==> src/rtl/i2cs_pkg.sv <==
// package: status codes, state and role types of the addressed slave
// assumes: shared by the bus sampler, the slave core and the testbench
package i2cs_pkg;

    // synchroniser depth for pin inputs
    localparam int SYNC_DEPTH = 3;
    // bits in an address or data byte
    localparam logic [3:0] BYTE_BITS = 4'h8;
    localparam logic [3:0] LAST_TX_FALL = 4'h7;
    localparam logic [6:0] GC_ADDR = 7'h00;

    // status codes
    localparam logic [7:0] ST_NONE = 8'hF8;
    localparam logic [7:0] ST_60 = 8'h60;
    localparam logic [7:0] ST_68 = 8'h68;
    localparam logic [7:0] ST_70 = 8'h70;
    localparam logic [7:0] ST_78 = 8'h78;
    localparam logic [7:0] ST_80 = 8'h80;
    localparam logic [7:0] ST_88 = 8'h88;
    localparam logic [7:0] ST_90 = 8'h90;
    localparam logic [7:0] ST_98 = 8'h98;
    localparam logic [7:0] ST_A0 = 8'hA0;
    localparam logic [7:0] ST_A8 = 8'hA8;
    localparam logic [7:0] ST_B0 = 8'hB0;
    localparam logic [7:0] ST_B8 = 8'hB8;
    localparam logic [7:0] ST_C0 = 8'hC0;
    localparam logic [7:0] ST_C8 = 8'hC8;

    typedef enum logic [2:0] {
        S_IDLE,
        S_ADDR,
        S_ADDR_ACK,
        S_HOLD,
        S_RX,
        S_RX_ACK,
        S_TX,
        S_TX_ACK
    } i2cs_state_t;

    typedef enum logic [1:0] {
        ROLE_RX_OWN,
        ROLE_RX_GC,
        ROLE_TX
    } i2cs_role_t;

endpackage : i2cs_pkg

==> src/rtl/i2cs_link_if.sv <==
// interface: sampled bus levels and events from sampler to slave core
// assumes: both ends on mclk_i
`timescale 1ns/1ns
`default_nettype none

interface i2cs_link_if;
    logic scl;
    logic sda;
    logic rise;
    logic fall;
    logic start;
    logic stop;
    logic busy;

    modport samp (output scl, sda, rise, fall, start, stop, busy);
    modport core (input scl, sda, rise, fall, start, stop, busy);
endinterface : i2cs_link_if

`default_nettype wire

==> src/rtl/i2cs_sampler.sv <==
// module: three-stage sampling of the bus pins, edge and start/stop events
// assumes: scl_i and sda_i are asynchronous pin levels
`timescale 1ns/1ns
`default_nettype none

module i2cs_sampler
    import i2cs_pkg::*;
(
    // clock and reset
    input wire logic mclk_i,
    input wire logic nrst_i,
    // bus pins
    input wire logic scl_i,
    input wire logic sda_i,
    // sampled events
    i2cs_link_if.samp lk
);

    typedef struct packed {
        logic [SYNC_DEPTH-1:0] scl_sh;
        logic [SYNC_DEPTH-1:0] sda_sh;
        logic scl;
        logic sda;
        logic rise;
        logic fall;
        logic start;
        logic stop;
        logic busy;
    } i2cs_samp_t;

    i2cs_samp_t q;
    i2cs_samp_t next_q;

    always_comb
    begin
        next_q = q;
        next_q.scl_sh = {q.scl_sh[SYNC_DEPTH-2:0], scl_i};
        next_q.sda_sh = {q.sda_sh[SYNC_DEPTH-2:0], sda_i};
        // change counts once second and third stage agree
        if (q.scl_sh[1] == q.scl_sh[2])
        begin
            next_q.scl = q.scl_sh[1];
        end
        if (q.sda_sh[1] == q.sda_sh[2])
        begin
            next_q.sda = q.sda_sh[1];
        end
        next_q.rise = !q.scl && next_q.scl;
        next_q.fall = q.scl && !next_q.scl;
        next_q.start = q.scl && next_q.scl && q.sda && !next_q.sda;
        next_q.stop = q.scl && next_q.scl && !q.sda && next_q.sda;
        if (next_q.start)
        begin
            next_q.busy = 1'b1;
        end
        else if (next_q.stop)
        begin
            next_q.busy = 1'b0;
        end
    end

    always_ff @(posedge mclk_i or negedge nrst_i)
    begin
        if (!nrst_i)
        begin
            q <= '{scl_sh: 3'h7, sda_sh: 3'h7, scl: 1'b1, sda: 1'b1, default: 1'b0};
        end
        else
        begin
            q <= next_q;
        end
    end

    assign lk.scl = q.scl;
    assign lk.sda = q.sda;
    assign lk.rise = q.rise;
    assign lk.fall = q.fall;
    assign lk.start = q.start;
    assign lk.stop = q.stop;
    assign lk.busy = q.busy;

endmodule : i2cs_sampler

`default_nettype wire

==> src/rtl/i2cs_slave.sv <==
// module: addressed slave of a two-wire bus, receive end states and transmit
// assumes: open-drain pins resolved outside; software handshakes via si_clear_i
//
// Overview of operation
// - general-call byte NACKed gives flag, 0x98
// - leaving end state, ack clear: not addressed
// - ack set: own address, general call if enabled
// - start request waits for free bus
// - stay idle until own address seen
// - transmit only on read bit of one
// - own address with read sets flag, status
// - lost arbitration then read gives 0xB0
// - ack cleared: last byte, then 0xC0/0xC8
// - after last byte release data line
// - ack clear ignores addresses, setting re-enables
// - own read acknowledged gives 0xA8, loads byte
// - transmitted byte acknowledged gives 0xB8
`timescale 1ns/1ns
`default_nettype none

module i2cs_slave
    import i2cs_pkg::*;
(
    // clock and reset
    input wire logic mclk_i,
    input wire logic nrst_i,
    // bus pins, open drain, enables low while driving
    input wire logic scl_i,
    output logic scl_o,
    output logic scl_oe_n_o,
    input wire logic sda_i,
    output logic sda_o,
    output logic sda_oe_n_o,
    // configuration
    input wire logic [6:0] own_bus_addr_i,
    input wire logic gc_enable_i,
    // ctrl_flags
    input wire logic ack_assert_i,
    input wire logic begin_request_bit_i,
    input wire logic si_clear_i,
    input wire logic arb_lost_i,
    // byte_buffer and status
    input wire logic [7:0] byte_buffer_i,
    output logic [7:0] byte_buffer_o,
    output logic [7:0] status_o,
    output logic si_o,
    output logic master_start_o
);

    typedef struct packed {
        i2cs_state_t state;
        i2cs_role_t role;
        logic [7:0] sh;
        logic [3:0] cnt;
        logic [7:0] status;
        logic [7:0] rx_byte;
        logic si;
        logic sda_low;
        logic ack_plan;
        logic last;
        logic nack;
        logic restart;
        logic start_pend;
        logic mstart;
    } i2cs_core_t;

    i2cs_core_t q;
    i2cs_core_t next_q;
    logic addressed;

    i2cs_link_if lk ();

    i2cs_sampler u_sampler (
        .mclk_i(mclk_i),
        .nrst_i(nrst_i),
        .scl_i(scl_i),
        .sda_i(sda_i),
        .lk(lk)
    );

    // general call: address zero with write direction
    function automatic logic is_gc(input logic [7:0] b);
        return (b[7:1] == GC_ADDR) && !b[0];
    endfunction : is_gc

    // address byte answered by this slave
    function automatic logic addr_hit(input logic [7:0] b, input logic [6:0] own,
                                      input logic aa, input logic gce);
        return aa && ((b[7:1] == own) || (is_gc(b) && gce));
    endfunction : addr_hit

    assign addressed = (q.state == S_RX) || (q.state == S_RX_ACK) ||
                       (q.state == S_TX) || (q.state == S_TX_ACK);

    always_comb
    begin
        next_q = q;
        next_q.mstart = 1'b0;
        if ((lk.stop || lk.start) && addressed)
        begin
            next_q.status = ST_A0;
            next_q.si = 1'b1;
            next_q.sda_low = 1'b0;
            next_q.restart = lk.start;
            next_q.state = S_HOLD;
        end
        else if (lk.start && (q.state != S_HOLD))
        begin
            next_q.state = S_ADDR;
            next_q.cnt = 4'h0;
            next_q.sda_low = 1'b0;
        end
        else if (lk.stop && (q.state != S_HOLD))
        begin
            next_q.state = S_IDLE;
            next_q.sda_low = 1'b0;
        end
        else
        begin
            case (q.state)
                S_IDLE:
                begin
                    if (q.start_pend && !lk.busy)
                    begin
                        next_q.mstart = 1'b1;
                        next_q.start_pend = 1'b0;
                    end
                end
                S_ADDR, S_RX:
                begin
                    if (lk.rise && (q.cnt < BYTE_BITS))
                    begin
                        next_q.sh = {q.sh[6:0], lk.sda};
                        next_q.cnt = q.cnt + 4'h1;
                    end
                    else if (lk.fall && (q.cnt == BYTE_BITS))
                    begin
                        if (q.state == S_RX)
                        begin
                            next_q.rx_byte = q.sh;
                            next_q.sda_low = q.ack_plan;
                            next_q.state = S_RX_ACK;
                        end
                        else if (addr_hit(q.sh, own_bus_addr_i, ack_assert_i, gc_enable_i))
                        begin
                            next_q.sda_low = 1'b1;
                            next_q.state = S_ADDR_ACK;
                            if (q.sh[0])
                            begin
                                next_q.role = ROLE_TX;
                            end
                            else if (is_gc(q.sh))
                            begin
                                next_q.role = ROLE_RX_GC;
                            end
                            else
                            begin
                                next_q.role = ROLE_RX_OWN;
                            end
                        end
                        else
                        begin
                            next_q.state = S_IDLE;
                        end
                    end
                end
                S_ADDR_ACK:
                begin
                    if (lk.fall)
                    begin
                        next_q.sda_low = 1'b0;
                        next_q.si = 1'b1;
                        next_q.state = S_HOLD;
                        case (q.role)
                            ROLE_TX: next_q.status = arb_lost_i ? ST_B0 : ST_A8;
                            ROLE_RX_GC: next_q.status = arb_lost_i ? ST_78 : ST_70;
                            default: next_q.status = arb_lost_i ? ST_68 : ST_60;
                        endcase
                    end
                end
                S_RX_ACK:
                begin
                    if (lk.fall)
                    begin
                        next_q.sda_low = 1'b0;
                        next_q.si = 1'b1;
                        next_q.state = S_HOLD;
                        if (q.role == ROLE_RX_GC)
                        begin
                            next_q.status = q.ack_plan ? ST_90 : ST_98;
                        end
                        else
                        begin
                            next_q.status = q.ack_plan ? ST_80 : ST_88;
                        end
                    end
                end
                S_TX:
                begin
                    if (lk.fall)
                    begin
                        if (q.cnt == LAST_TX_FALL)
                        begin
                            next_q.sda_low = 1'b0;
                            next_q.state = S_TX_ACK;
                        end
                        else
                        begin
                            next_q.sh = {q.sh[6:0], 1'b1};
                            next_q.sda_low = !q.sh[6];
                            next_q.cnt = q.cnt + 4'h1;
                        end
                    end
                end
                S_TX_ACK:
                begin
                    if (lk.rise)
                    begin
                        next_q.nack = lk.sda;
                    end
                    else if (lk.fall)
                    begin
                        next_q.si = 1'b1;
                        next_q.state = S_HOLD;
                        if (q.nack)
                        begin
                            next_q.status = ST_C0;
                        end
                        else
                        begin
                            next_q.status = q.last ? ST_C8 : ST_B8;
                        end
                    end
                end
                S_HOLD:
                begin
                    if (si_clear_i)
                    begin
                        next_q.si = 1'b0;
                        next_q.cnt = 4'h0;
                        case (q.status)
                            ST_A8, ST_B0, ST_B8:
                            begin
                                next_q.sh = byte_buffer_i;
                                next_q.sda_low = !byte_buffer_i[7];
                                next_q.last = !ack_assert_i;
                                next_q.state = S_TX;
                            end
                            ST_60, ST_68, ST_70, ST_78, ST_80, ST_90:
                            begin
                                next_q.ack_plan = ack_assert_i;
                                next_q.state = S_RX;
                            end
                            default:
                            begin
                                next_q.sda_low = 1'b0;
                                next_q.state = q.restart ? S_ADDR : S_IDLE;
                                next_q.restart = 1'b0;
                                next_q.start_pend = begin_request_bit_i;
                            end
                        endcase
                    end
                end
                default:
                begin
                    next_q.state = S_IDLE;
                end
            endcase
        end
    end

    always_ff @(posedge mclk_i or negedge nrst_i)
    begin
        if (!nrst_i)
        begin
            q <= '{state: S_IDLE, role: ROLE_RX_OWN, status: ST_NONE, default: '0};
        end
        else
        begin
            q <= next_q;
        end
    end

    assign scl_o = 1'b0;
    assign sda_o = 1'b0;
    assign scl_oe_n_o = (q.state != S_HOLD);
    assign sda_oe_n_o = !q.sda_low;
    assign byte_buffer_o = q.rx_byte;
    assign status_o = q.status;
    assign si_o = q.si;
    assign master_start_o = q.mstart;

    // checks
    gc_nack_code_a: assert property (@(posedge mclk_i) disable iff (!nrst_i)
        (q.state == S_RX_ACK && q.role == ROLE_RX_GC && !q.ack_plan && lk.fall
         && !lk.start && !lk.stop) |=> (si_o && status_o == ST_98))
        else $error("general call nack did not give 0x98");

    stop_while_addr_a: assert property (@(posedge mclk_i) disable iff (!nrst_i)
        ((lk.stop || lk.start) && addressed) |=> (si_o && status_o == ST_A0 && !scl_oe_n_o))
        else $error("stop or restart while addressed missed 0xA0");

    no_ack_ignore_a: assert property (@(posedge mclk_i) disable iff (!nrst_i)
        (q.state == S_ADDR && lk.fall && q.cnt == BYTE_BITS && !ack_assert_i
         && !lk.start && !lk.stop) |=> (q.state == S_IDLE && sda_oe_n_o))
        else $error("address answered while ack bit clear");

    gc_gate_a: assert property (@(posedge mclk_i) disable iff (!nrst_i)
        (q.state == S_ADDR && lk.fall && q.cnt == BYTE_BITS && is_gc(q.sh)
         && !gc_enable_i && own_bus_addr_i != GC_ADDR && !lk.start && !lk.stop)
        |=> (q.state == S_IDLE))
        else $error("general call taken while disabled");

    own_ack_a: assert property (@(posedge mclk_i) disable iff (!nrst_i)
        (q.state == S_ADDR && lk.fall && q.cnt == BYTE_BITS && ack_assert_i
         && q.sh[7:1] == own_bus_addr_i && !lk.start && !lk.stop)
        |=> (!sda_oe_n_o [*1] ##1 (q.state == S_ADDR_ACK)))
        else $error("own address not acknowledged");

    start_bus_free_a: assert property (@(posedge mclk_i) disable iff (!nrst_i)
        master_start_o |-> ($past(!lk.busy) && q.state == S_IDLE))
        else $error("start requested on busy bus");

    tx_entry_a: assert property (@(posedge mclk_i) disable iff (!nrst_i)
        (q.state == S_ADDR_ACK && q.role == ROLE_TX && lk.fall && !lk.start && !lk.stop)
        |=> (si_o && status_o == (($past(arb_lost_i)) ? ST_B0 : ST_A8)))
        else $error("read address gave wrong status");

    last_byte_a: assert property (@(posedge mclk_i) disable iff (!nrst_i)
        (q.state == S_TX_ACK && lk.fall && q.last && !q.nack && !lk.start && !lk.stop)
        |=> (status_o == ST_C8 && si_o))
        else $error("last byte did not give 0xC8");

    acked_byte_a: assert property (@(posedge mclk_i) disable iff (!nrst_i)
        (q.state == S_TX_ACK && lk.fall && !q.last && !q.nack && !lk.start && !lk.stop)
        |=> (status_o == ST_B8))
        else $error("acked byte did not give 0xB8");

    released_idle_a: assert property (@(posedge mclk_i) disable iff (!nrst_i)
        (q.state == S_IDLE) |-> (sda_oe_n_o && scl_oe_n_o))
        else $error("line driven while not addressed");

    hold_until_clear_a: assert property (@(posedge mclk_i) disable iff (!nrst_i)
        (si_o && !si_clear_i) |=> (si_o && !scl_oe_n_o))
        else $error("clock released before flag clear");

endmodule : i2cs_slave

`default_nettype wire

==> config.mk <==
export PLATFORM = sky130hd
export DESIGN_NAME = i2cs_slave
export DESIGN_NICKNAME = d
export VERILOG_FILES = /design/src/rtl/i2cs_pkg.sv /design/src/rtl/i2cs_link_if.sv /design/src/rtl/i2cs_sampler.sv /design/src/rtl/i2cs_slave.sv
export SDC_FILE = /design/constraint.sdc
export NUM_CORES = 1
export LEC_CHECK = 0
export BUFFER_PORTS_ARGS = -buffer_cell sky130_fd_sc_hd__buf_2
export CORE_MARGIN = 8
export CORE_UTILIZATION = 50
export DETAILED_ROUTE_END_ITERATION = 8
export PLACE_DENSITY = 0.77
export SLEW_MARGIN = 15
export SYNTH_ARGS = -nofsm -noshare
export SYNTH_HDL_FRONTEND = slang
export SYNTH_SLANG_ARGS = --single-unit
==> constraint.sdc <==
create_clock -name mclk_i -period 3.05 [get_ports mclk_i]
set_input_delay 0.61 -clock mclk_i [delete_from_list [all_inputs] [get_ports mclk_i]]
set_output_delay 0.61 -clock mclk_i [all_outputs]
set_load 0.01 [all_outputs]
==> impl_metrics.ini <==
[global_route]
gr-total-overflow = 0
grt_pass1_wl_um = 11700
grt_max_degree = 46
grt_antenna_before_repair = 0
grt_pass1_vias = 2365
grt_usage = 0.162

[sta]
hold_viol_final = 0
layout_setup_ws_ns = 0.798
totalNegativeSetupSlack_ns = 0
rsz0062_at_grt = false
worst_pin_slew_ns = 0.975
fmax_mhz = 444
fin_worst_skew_ns = 0.0122
finalCritPeriodShare = 0.738
slew_viol_final = 0
period_needed_ns = 2.25
relSlewSlack = 0.350
finalSetupViolCount = 0

[cts]
root_buffer = clkbuf_8
cts_sinks = 51
cts_tree = done
clock_latency_ns = 0.31
cts_hold_buf = 0
cts_setup_buffers = 0
cts_buffers = 5
h-tree-depth = 2
clk_path_buf_depth = 2
clk_pin_slew_worst_paths_ns = 0.11
post_cts_resized = 0

[final_layout]
final_cell_mix = 44 x nand2_1, 40 x buf_2, 38 x dfrtp_1
fill_cells = 524
multiInputGateArea_sq_um = 1580
regArea_sq_um = 1290
finalNonFillerCells = 418
final_common_cell = nand2_1
num_antenna_cells = 0
nNetsFinal = 371
area_delta_synth_final_pct = 7.77
drive_gt1_frac = 0.292

[floorplanning]
coreArea_sq_um = 5960
die_w_um = 94.9
die_height_um = 94.9
num_rows = 28
ioPinCount = 46
initial_core_util = 0.522
die-area_sq_um = 9000

[drt]
drt_iter0_markers = 229
drt_first_pass_iters = 5
drc = 0
wl_per_cell_um = 16.7
antenna_left = 0
vias = 2436
drt_wl_total_um = 6990
via_per_inst = 5.83

[synthesis]
yosysSeqAreaShare = 0.416
syn_inst = 316
synth_edf_count = 0
synth_seq_cells = 51
ys_warn_count = 0
synthArstFlopShare = 1.00
syn-mean-instance-area_sq_um = 9.84
synthFlopType = dfrtp_1
syn_area_sq_um = 3110
ys_types = 66

[placement]
dp.cells = 410
portBuffers = 40
gp_congestion = 0.946
dp_hpwl_um = 5120
post-place-ws_ns = 0.818

[critical_path]
worst_setup_path_end_kind = register
crit_fanout = 26
worst_setup_path_start_kind = register
cp.arrival_ns = 2.50
criticalPathCategory = register to register
startpoint = q[40]
required_ns = 3.30
worstReg2RegStart = q[40]

[min_path]
hp-start = u_sampler.next_q[11]
hold_path.class = register to register

[power_and_ir_drop]
total_power_uw = 2950
power-per-cell-area_nw_per_um2 = 882
vdd_drop_max_mv = 0.488
p_leak_uw = 0.00156

[run_status]
outcome = complete, no violations

[run]
max_cap_viol_count = 0
worst max-delay path, stage by stage (launching register included):
cell,delay (ns)
dfrtp_1,0.62
buf_4,0.36
a211o_1,0.13
o21ai_0,0.07
a311o_1,0.34
nand2_2,0.14
a31o_4,0.23
mux2_4,0.31
cells in the mapped netlist (2+ instances only):
cell,number,area share
mux2_2,8,0.029
buf_4,21,0.051
inv_2,2,0.0024
o21ai_0,13,0.021
inv_1,10,0.012
nand3_2,2,0.0064
nand3b_1,2,0.0048
nor2_1,19,0.023
a21o_1,4,0.0097
and3_1,2,0.0040
buf_2,5,0.0080
mux2_4,12,0.058
o21ai_1,8,0.013
nand2_1,44,0.053
nor2b_1,3,0.0060
mux2i_1,8,0.026
a31oi_1,5,0.010
nor3b_1,2,0.0048
maj3_1,2,0.0064
nand3_1,7,0.011
nand2b_1,2,0.0040
a311o_1,2,0.0064
ha_1,5,0.020
mux2_1,2,0.0072
nor3_1,4,0.0064
a211o_1,2,0.0056
or4b_1,3,0.0097
dfrtp_1,38,0.31
o21a_1,2,0.0048
dfstp_2,13,0.11
o22ai_1,4,0.0080
a21oi_1,14,0.023
xnor2_1,8,0.023
nand4_1,2,0.0040
clkbuf_1,4,0.0048
nor4_1,2,0.0040
state kept, by name (all words and copies together), names as in the netlist:
name and cells:
q 23, byte_buffer_o 8, status_o 5, u_sampler.next_q 4, u_sampler.q 2, master_start_o 1
si_o 1, u_sampler.lk.busy 1, u_sampler.lk.fall 1, u_sampler.lk.rise 1, u_sampler.lk.scl 1, u_sampler.lk.sda 1
u_sampler.lk.start 1, u_sampler.lk.stop 1
routing by layer:
| layer | part of all wire | GRT usage | vias to the layer above |
|---|---|---|---|
| met5 | 0 | 0 | - |
| met4 | 0.013 | 0.0403 | 0 |
| met3 | 0.068 | 0.0317 | 15 |
| met2 | 0.46 | 0.253 | 115 |
| met1 | 0.46 | 0.223 | 1170 |
| li1 | - | - | 1136 |
worst paths after layout:
path,endpoint,slack [ns],cells past startpoint
max in group asynchronous,u_sampler.lk.scl,1.84,2
min in group asynchronous,byte_buffer_o[5],0.45,1
hold reg to reg,u_sampler.next_q[12],0.36,0
setup reg to reg,status_o[4],0.80,7
hold / removal,u_sampler.next_q[12],0.36,0
setup / recovery,status_o[4],0.80,7
cell type report:
class,count,area share
clock buffer,5,0.0205
sequential,51,0.386
inverter,12,0.0134
tap,75,0.0280
timing repair buffer,46,0.0732
multi-input combinational,226,0.471
clock inverter,3,0.00822
stage by stage:
| stage | hold slack (ns) | cell area [sq um] | util |
|---|---|---|---|
| floorplan | 0.314 | 3120 | - |
| global placement | 0.347 | 3250 | 0.546 |
| CTS | 0.363 | 3350 | 0.563 |
| finish | 0.362 | 3350 | 0.563 |
| global route | 0.366 | 3350 | 0.563 |
| detailed placement | 0.348 | 3250 | 0.546 |
report_power, final:
| group | leakage [uW] | switching, uW | total (uW) | internal [uW] |
|---|---|---|---|---|
| logic | 0.000885 | 792 | 1450 | 661 |
| registers | 0.000624 | 212 | 1080 | 869 |
| clock network | 0.0000463 | 250 | 420 | 169 |
kinds of logic (layout without fill, tap and decap cells):
kind of cell    count (synthesis)  after routing  synth area share
other cells                     1              5           0.00121
buf+inv                        43             66            0.0817
xor+xnor                        9              9            0.0254
fa+ha+maj                       7              7            0.0266
mux                            30             30             0.120
simple gates                  106            106             0.178
compound gates                 69             69             0.151
flops                          51             51             0.416
Note: power is estimated with default switching activity, not from simulation.
